### src/design/dipf_pkg.sv
// shared constants and types for the dac input port formatter
package dipf_pkg;
  localparam int DW = 14;
  localparam int FIFO_DEPTH = 8;
  localparam logic [DW-1:0] MID_CODE = 14'h2000;
  localparam int CLK_HZ = 20_000_000;
  localparam int CONV_MAX_MHZ = 2400;
  localparam int PORT_MAX_MSPS = 1200;
  localparam int CLK_DIV = 4;
  localparam int LOCK_PERIODS = 8;
  // register byte offsets
  localparam logic [7:0] OFS_CTRL = 8'h00;
  localparam logic [7:0] OFS_STATUS = 8'h04;
  localparam logic [7:0] OFS_DLL = 8'h08;
  localparam logic [7:0] OFS_SAMPLE = 8'h0c;
  localparam logic [7:0] OFS_LEVEL = 8'h10;
  // control fields
  localparam int CTRL_OUT_EN = 0;
  localparam int CTRL_CLR = 1;
  localparam logic CTRL_OUT_EN_RST = 1'b1;
  // status fields
  localparam int ST_MODE = 0;
  localparam int ST_VALID = 2;
  localparam int ST_MODE_ERR = 3;
  localparam int ST_OVF = 4;
  localparam int ST_LOCK = 5;
  typedef enum logic [1:0] {
    DIPF_INTERLEAVE = 2'b00,
    DIPF_REPEAT = 2'b01,
    DIPF_INVERT = 2'b10,
    DIPF_ZERO_STUFF = 2'b11
  } dipf_mode_t;
endpackage

### src/design/dipf_top.sv
// two-port dac input formatter: capture, dll, fifo, merge, wishbone regs
// What this block does
// - exactly one of four mode pins chooses format
// - interleave mode emits A then B alternately
// - repeat mode emits each A sample twice
// - invert mode emits A then its negation
// - zero-stuff mode emits A then zero
// - converter at most 2400 MHz, ports 1.2 GSPS
// - source clock is converter clock divided by four
// - dll aligns data latch to reference bit
// - dll tracks drift continuously without software
// - straight binary code, bit 13 is msb
// - logical bit is the positive differential line
// - all ones steers full scale to positive output
// - output currents proportional to code and complement
// - decoded code drives complementary switch controls
`timescale 1ns/1ns
module dipf_fifo #(
  parameter int W = 28,
  parameter int D = 8
) (
  // clock and reset
  input wire logic clk_i,
  input wire logic rst_i,
  // fill side
  input wire logic in_valid_i,
  output logic in_ready_o,
  input wire logic [W-1:0] in_data_i,
  // drain side
  output logic out_valid_o,
  input wire logic out_ready_i,
  output logic [W-1:0] out_data_o,
  output logic [$clog2(D):0] level_o
);
  localparam int AW = $clog2(D);
  logic [W-1:0] mem [D];
  logic [AW:0] wp;
  logic [AW:0] rp;
  logic push;
  logic pop;
  assign level_o = wp - rp;
  assign in_ready_o = level_o != D[AW:0];
  assign out_valid_o = wp != rp;
  assign out_data_o = mem[rp[AW-1:0]];
  assign push = in_valid_i && in_ready_o;
  assign pop = out_valid_o && out_ready_i;
  always_ff @(posedge clk_i) begin
    if (push) begin
      mem[wp[AW-1:0]] <= in_data_i;
    end
  end
  always_ff @(posedge clk_i) begin
    if (rst_i) begin
      wp <= '0;
      rp <= '0;
    end else begin
      if (push) begin
        wp <= wp + 1'b1;
      end
      if (pop) begin
        rp <= rp + 1'b1;
      end
    end
  end
endmodule // dipf_fifo

`timescale 1ns/1ns
module dipf_top #(
  parameter int DEPTH = dipf_pkg::FIFO_DEPTH,
  parameter int LOCK_N = dipf_pkg::LOCK_PERIODS
) (
  // clock and reset
  input wire logic clk_i,
  input wire logic rst_i,
  // mode select pins
  input wire logic interleave_sel_i,
  input wire logic single_port_repeat_sel_i,
  input wire logic single_port_invert_sel_i,
  input wire logic single_port_zero_stuff_sel_i,
  // data ports, positive lines
  input wire logic [dipf_pkg::DW-1:0] even_port_data_i,
  input wire logic [dipf_pkg::DW-1:0] odd_port_data_i,
  input wire logic reference_bit_in_i,
  // clock to the data source
  output logic source_clock_out_p_o,
  output logic source_clock_out_n_o,
  // current switch controls
  output logic [dipf_pkg::DW-1:0] sw_p_o,
  output logic [dipf_pkg::DW-1:0] sw_n_o,
  // wishbone slave
  input wire logic wb_cyc_i,
  input wire logic wb_stb_i,
  input wire logic wb_we_i,
  input wire logic [7:0] wb_adr_i,
  input wire logic [3:0] wb_sel_i,
  input wire logic [31:0] wb_dat_i,
  output logic [31:0] wb_dat_o,
  output logic wb_ack_o
);
  import dipf_pkg::*;

  localparam int PW = 4 + 1 + 2 * DW;
  localparam bit RATE_OK = (CLK_HZ / 1_000_000) <= CONV_MAX_MHZ
    && (CLK_HZ / 2 / 1_000_000) <= PORT_MAX_MSPS;

  // three-stage pin capture; a bit changes once stages two and three agree
  logic [PW-1:0] s1;
  logic [PW-1:0] s2;
  logic [PW-1:0] s3;
  logic [PW-1:0] pins;
  always_ff @(posedge clk_i) begin
    if (rst_i) begin
      s1 <= '0;
      s2 <= '0;
      s3 <= '0;
      pins <= '0;
    end else begin
      s1 <= {interleave_sel_i, single_port_repeat_sel_i, single_port_invert_sel_i,
             single_port_zero_stuff_sel_i, reference_bit_in_i,
             even_port_data_i, odd_port_data_i};
      s2 <= s1;
      s3 <= s2;
      pins <= (~(s2 ^ s3) & s3) | ((s2 ^ s3) & pins);
    end
  end
  logic [3:0] sel_pins;
  logic ref_bit;
  logic [DW-1:0] a_in;
  logic [DW-1:0] b_in;
  assign {sel_pins, ref_bit, a_in, b_in} = pins;

  // mode decode
  dipf_mode_t mode;
  logic mode_valid;
  logic one_hot;
  assign one_hot = $onehot(sel_pins);
  always_ff @(posedge clk_i) begin
    if (rst_i) begin
      mode <= DIPF_INTERLEAVE;
      mode_valid <= 1'b0;
    end else begin
      mode_valid <= one_hot;
      // a pattern that is not one-hot keeps the last mode; the output is muted anyway
      if (one_hot) begin
        unique case (1'b1)
          sel_pins[3]: mode <= DIPF_INTERLEAVE;
          sel_pins[2]: mode <= DIPF_REPEAT;
          sel_pins[1]: mode <= DIPF_INVERT;
          sel_pins[0]: mode <= DIPF_ZERO_STUFF;
        endcase
      end
    end
  end

  // divide by four for the source clock
  logic [1:0] dcnt;
  always_ff @(posedge clk_i) begin
    if (rst_i) begin
      dcnt <= '0;
      source_clock_out_p_o <= 1'b0;
      source_clock_out_n_o <= 1'b1;
    end else begin
      dcnt <= dcnt + 1'b1;
      if (dcnt[0]) begin
        source_clock_out_p_o <= ~source_clock_out_p_o;
        source_clock_out_n_o <= source_clock_out_p_o;
      end
    end
  end

  // dll: find the reference transition phase, steer the latch one step per period
  logic ref_d;
  logic seen;
  logic [1:0] edge_ph;
  logic [1:0] tap;
  logic [1:0] diff;
  logic [3:0] lock_cnt;
  logic locked;
  assign diff = edge_ph + 2'd1 - tap;
  always_ff @(posedge clk_i) begin
    if (rst_i) begin
      ref_d <= 1'b0;
      seen <= 1'b0;
      edge_ph <= '0;
    end else begin
      ref_d <= ref_bit;
      if (ref_bit != ref_d) begin
        edge_ph <= dcnt;
        seen <= 1'b1;
      end else if (dcnt == 2'd3) begin
        seen <= 1'b0;
      end
    end
  end
  always_ff @(posedge clk_i) begin
    if (rst_i) begin
      tap <= '0;
      lock_cnt <= '0;
      locked <= 1'b0;
    end else if (dcnt == 2'd3 && seen) begin
      // single steps keep the latch point from jumping across a word
      if (diff == 2'd3) begin
        tap <= tap - 1'b1;
      end else if (diff != 2'd0) begin
        tap <= tap + 1'b1;
      end
      if (diff == 2'd0) begin
        if (lock_cnt != LOCK_N[3:0]) begin
          lock_cnt <= lock_cnt + 1'b1;
        end
      end else begin
        lock_cnt <= '0;
      end
      locked <= diff == 2'd0 && lock_cnt == LOCK_N[3:0];
    end
  end

  // capture one word per port on each source-clock edge
  logic cap;
  logic f_in_ready;
  logic f_out_valid;
  logic f_out_ready;
  logic [2*DW-1:0] f_out;
  logic [$clog2(DEPTH):0] level;
  logic ovf_set;
  assign cap = dcnt[0] == tap[0];
  assign ovf_set = cap && !f_in_ready;
  dipf_fifo #(.W(2 * DW), .D(DEPTH)) u_fifo (
    .clk_i(clk_i),
    .rst_i(rst_i),
    .in_valid_i(cap),
    .in_ready_o(f_in_ready),
    .in_data_i({a_in, b_in}),
    .out_valid_o(f_out_valid),
    .out_ready_i(f_out_ready),
    .out_data_o(f_out),
    .level_o(level)
  );

  // merge stage: two samples per word, one per clock
  logic out_en;
  logic hv;
  logic slot;
  logic [2*DW-1:0] word;
  logic [DW-1:0] code;
  logic [DW-1:0] first_s;
  logic [DW-1:0] second_s;
  assign f_out_ready = out_en && (!hv || slot);
  assign first_s = word[2*DW-1:DW];
  always_comb begin
    unique case (mode)
      DIPF_INTERLEAVE: second_s = word[DW-1:0];
      DIPF_REPEAT: second_s = first_s;
      DIPF_INVERT: second_s = ~first_s;
      DIPF_ZERO_STUFF: second_s = MID_CODE;
    endcase
  end
  always_ff @(posedge clk_i) begin
    if (rst_i) begin
      hv <= 1'b0;
      slot <= 1'b0;
      word <= '0;
    end else if (f_out_ready) begin
      hv <= f_out_valid;
      slot <= 1'b0;
      word <= f_out;
    end else if (hv && out_en) begin
      slot <= 1'b1;
    end
  end
  // mute to midscale while stalled or while the mode pins are not one-hot
  always_ff @(posedge clk_i) begin
    if (rst_i) begin
      code <= MID_CODE;
    end else if (hv && out_en && mode_valid) begin
      code <= slot ? second_s : first_s;
    end else begin
      code <= MID_CODE;
    end
  end
  always_ff @(posedge clk_i) begin
    if (rst_i) begin
      sw_p_o <= ~MID_CODE;
      sw_n_o <= MID_CODE;
    end else begin
      sw_p_o <= code;
      sw_n_o <= ~code;
    end
  end

  // wishbone slave, answers one cycle after the request
  logic req;
  logic wr_ctrl;
  logic mode_err;
  logic ovf;
  assign req = wb_cyc_i && wb_stb_i && !wb_ack_o;
  // the write lands at the edge where the master sees ack, with the request still held
  assign wr_ctrl = wb_cyc_i && wb_stb_i && wb_ack_o && wb_we_i && wb_adr_i == OFS_CTRL
    && wb_sel_i[0];
  always_ff @(posedge clk_i) begin
    if (rst_i) begin
      wb_ack_o <= 1'b0;
    end else begin
      wb_ack_o <= req;
    end
  end
  always_ff @(posedge clk_i) begin
    if (rst_i) begin
      out_en <= CTRL_OUT_EN_RST;
    end else if (wr_ctrl) begin
      out_en <= wb_dat_i[CTRL_OUT_EN];
    end
  end
  // set wins over a clear in the same cycle
  always_ff @(posedge clk_i) begin
    if (rst_i) begin
      mode_err <= 1'b0;
      ovf <= 1'b0;
    end else begin
      if (!one_hot) begin
        mode_err <= 1'b1;
      end else if (wr_ctrl && wb_dat_i[CTRL_CLR]) begin
        mode_err <= 1'b0;
      end
      if (ovf_set) begin
        ovf <= 1'b1;
      end else if (wr_ctrl && wb_dat_i[CTRL_CLR]) begin
        ovf <= 1'b0;
      end
    end
  end
  always_ff @(posedge clk_i) begin
    if (rst_i) begin
      wb_dat_o <= '0;
    end else if (req && !wb_we_i) begin
      unique case (wb_adr_i)
        OFS_CTRL: wb_dat_o <= {31'h0, out_en};
        OFS_STATUS: wb_dat_o <= {26'h0, locked, ovf, mode_err, mode_valid, mode};
        OFS_DLL: wb_dat_o <= {28'h0, edge_ph, tap};
        OFS_SAMPLE: wb_dat_o <= {18'h0, code};
        OFS_LEVEL: wb_dat_o <= {{(31 - $clog2(DEPTH)){1'b0}}, level};
        default: wb_dat_o <= '0;
      endcase
    end else begin
      wb_dat_o <= '0;
    end
  end
endmodule // dipf_top

### config.mk
export PLATFORM = sky130hd
export DESIGN_NAME = dipf_top
export DESIGN_NICKNAME = d
export VERILOG_FILES = /design/src/design/dipf_pkg.sv /design/src/design/dipf_top.sv
export SDC_FILE = /design/constraint.sdc
export NUM_CORES = 1
export LEC_CHECK = 0
export ABC_AREA = 1
export BUFFER_PORTS_ARGS = -buffer_cell sky130_fd_sc_hd__buf_2
export CORE_MARGIN = 8
export CORE_UTILIZATION = 50
export DETAILED_ROUTE_END_ITERATION = 6
export PLACE_DENSITY_LB_ADDON = 0.1
export SKIP_LAST_GASP = 1
export SYNTH_ARGS = -nofsm -noshare
export SYNTH_HDL_FRONTEND = slang
export SYNTH_HIERARCHICAL = 1
export SYNTH_SLANG_ARGS = --single-unit
### constraint.sdc
create_clock -name clk_i -period 3.6 [get_ports clk_i]
set_input_delay 0.54 -clock clk_i [delete_from_list [all_inputs] [get_ports clk_i]]
set_output_delay 0.54 -clock clk_i [all_outputs]
set_load 0.02 [all_outputs]
==> impl_metrics.csv <==
group,metric,value,unit
status,outcome,"finished clean",
clocking,insertion_delay,0.56,ns
setup_path,path_class,"flop to flop",
clocking,cts_sinks,475,
die,die_h,203.2,µm
die,io-pin-count,145,
layout,n_antenna_cell,0,
setup_path,cp.required,3.78,ns
clocking,cts_root_buffer,"clkbuf_16",
min_path,hold_depth,3,
setup_path,reg2reg_depth,11,
logic_synthesis,synth_seq_cells,475,
layout,syn2layout_area_growth,13.45,%
routing,detail_route.wirelength,35760,µm
timing,fin_setup_tns,0,ns
logic_synthesis,synthCells,1729,
logic_synthesis,synth_top_family_by_area,"simple AND/OR/NAND/NOR gates",
setup_path,startpoint_type,"flop",
layout,drive_gt1_share,12.09,%
timing,fmax,0.3413,GHz
layout,final_nets,1918,
clocking,cts_hold_buf,0,
layout,num-fill-cells,3041,
min_path,hp-class,"primary input to flop",
routing,vias_per_cell,4.964,
logic_synthesis,yosysTopAreaCell,"edfxtp_1",
layout,ff_latch_area,0.01175,mm²
routing,vias,11500,
die,start_util,50.70,%
logic_synthesis,yosysMostFrequentCell,"nor2_1",
logic_synthesis,yosys_warnings,6,
logic_synthesis,syn_area,0.01751,mm²
grt,grt_max_degree,113,
die,num_rows,68,
setup_path,reg2reg_from,"u_fifo/wp[0]",
logic_synthesis,yosysSeqAreaShare,67.10,%
routing,drt.antenna.violating_nets,0,
timing,max_slew_margin,47.17,%
grt,gr-usage-all-layers,17.06,%
timing,min_period_over_period,81.39,%
grt,grt_pass1_vias,10960,
logic_synthesis,synth_area_leaders,"edfxtp_1, dfxtp_1, nor2_1, o21ai_0, inv_1",
power_and_ir_drop,power.density,713.9,mW/mm²
logic_synthesis,synth_compound_area_share,10.50,%
die,die-area,0.04127,mm²
run,cap_violations,0,
clocking,post_cts_buffers,0,
routing,drt_first_pass_iters,5,
clocking,clk_pin_slew_worst_paths,0.06,ns
logic_synthesis,avgSynthCellArea,10.13,µm²
logic_synthesis,ys.flop_type,"dfxtp_1",
clocking,ctsLongestPathBuffers,3,
timing,fin_skew,0.02060,ns
logic_synthesis,synthXorXnorAreaFrac,0.3001,%
routing,drtIter0Drc,700,
logic_synthesis,synth.area.mux_share,0,%
routing,wl_per_cell,15.44,µm
grt,grt_first_pass_wirelength,57660,µm
setup_path,critical_path.startpoint,"u_fifo/wp[0]",
grt,overflow,0,
die,die_w,203.2,µm
power_and_ir_drop,ir_drop,0.4230,mV
setup_path,path_max_fanout,28,
logic_synthesis,yosys.area_share.simple,13.53,%
layout,postLayoutCoreUtil,57.52,%
grt,antenna_found_initial,0,
setup_path,worst_setup_path_end_kind,"flop",
placement,gp_congestion,0.8363,
logic_synthesis,synth_fa_ha_area_share,1.086,%
placement,dp_hpwl,21540,µm
logic_synthesis,synthArstFlopShare,0,%
logic_synthesis,synth_cell_types,39,
clocking,cts_buffers,48,
layout,multi_input_area,0.004537,mm²
die,coreArea,0.03454,mm²
clocking,cts.htree.levels,2,
logic_synthesis,synth_top_area_share,38.41,%
timing,report.final.slew_viol_count,0,
clocking,cts_tree,"done",
power_and_ir_drop,p_leak,8.054,nW
clocking,cts_resized,0,
timing,hold_viol_final,0,
timing,worst_slew_pin_slew,0.7924,ns
min_path,worstHoldStart,"even_port_data_i[5]",
logic_synthesis,ys_top_cells_by_count,"nor2_1, dfxtp_1, edfxtp_1",
timing,setup_viol,0,
placement,port-buffer-count,93,
logic_synthesis,synth_edf_count,224,
timing,fin_crit,2.930,ns
setup_path,crit_arrival,3.11,ns
timing,rsz0062_at_grt,"false",
routing,drc,0,
==> flip-flops by register name (all words and copies together) (netlist names), 2 cells and up, named ones only <==
name        count
u_fifo/mem    224
s1             33
s2             33
s3             33
word           28
code           14
sw_n_o         14
sw_p_o         14
wb_dat_o       14
lock_cnt        4
u_fifo/rp       4
u_fifo/wp       4
dcnt            2
edge_ph         2
mode            2
tap             2
==> where the power goes <==
part,internal [mW],total (mW),switching (mW)
clock network,2.89,4.87,1.98
logic,0.814,2.77,1.96
registers,6.31,6.54,0.229
==> cell families (layout without fill, tap and decap cells) <==
group,after synthesis,in the layout
flip-flops,475,475
adder cells (fa/ha/maj),14,14
other,1,18
XOR/XNOR,6,6
AND/OR/NAND/NOR,593,593
AO/OA/AOI/OAI,351,351
buffers and inverters,289,404
==> placed cells by master (no fill, tap or decap), types with 6 or more instances in the layout <==
master / netlist / routed
o21ai_1: 18 / 18
clkbuf_16: 0 / 52
clkbuf_8: 0 / 9
nor2_1: 354 / 347
ha_1: 12 / 12
edfxtp_1: 224 / 224
nand2_1: 183 / 183
o22ai_1: 13 / 13
clkbuf_1: 23 / 12
clkinv_2: 0 / 8
nor2_2: 0 / 7
o21ai_0: 163 / 163
conb_1: 1 / 18
inv_1: 188 / 188
a31oi_1: 29 / 29
a21oi_1: 120 / 120
buf_4: 24 / 25
inv_2: 8 / 8
buf_2: 30 / 92
nand3_1: 31 / 31
dfxtp_1: 251 / 250
nand2_2: 6 / 6
==> critical path, cell delays in order (launching register included) <==
cell and delay (ns):
dfxtp_1 0.41, inv_1 0.09, ha_1 0.23, fa_1 0.39, inv_1 0.07, nand2_1 0.05
nand2_1 0.07, nor2_1 0.04, nand3_1 0.29, nand3_1 0.29, nor2_2 0.15, buf_4 0.44
==> routing by layer <==
layer / routed length (µm) / part of all wire [%] / GRT usage [%]
met5: 0 / 0 / 0
met4: 831 / 2.3 / 5.439
met3: 1938 / 5.4 / 2.967
met2: 16480 / 46 / 28.04
met1: 16510 / 46 / 22.83
==> layout make-up <==
type | count | area share (%)
Tap cell | 455 | 2.865
Clock buffer | 73 | 7.400
Inverter | 196 | 3.703
Timing Repair Buffer | 119 | 3.464
Sequential cell | 475 | 59.15
Clock inverter | 16 | 0.5794
Multi-Input combinational cell | 982 | 22.84
==> worst paths after layout <==
path | slack, ns | to
worst max-delay path | 0.67 | u_fifo/mem[6][9]
worst min-delay path | 0.18 | s1[19]
worst min register to register | 0.39 | s2[28]
worst max register to register | 0.67 | u_fifo/mem[6][9]
==> metrics by stage <==
step / instances / hold WS, ns / power (mW) / instance area, µm² / setup slack, ns
after floorplan: 1746 / 0.3883 / 8.652 / 17580 / 0.3987
after global placement: 2227 / 0.3911 / 9.386 / 18280 / 0.7610
after detailed placement: 2227 / 0.3920 / 9.434 / 18280 / 0.7147
after CTS: 2316 / 0.1555 / 14.34 / 19870 / 0.6951
after global routing: 2316 / 0.1778 / 14.94 / 19870 / 0.3765
final: 2316 / 0.1806 / 14.18 / 19870 / 0.6701
Power figures use the tool's default switching activity.
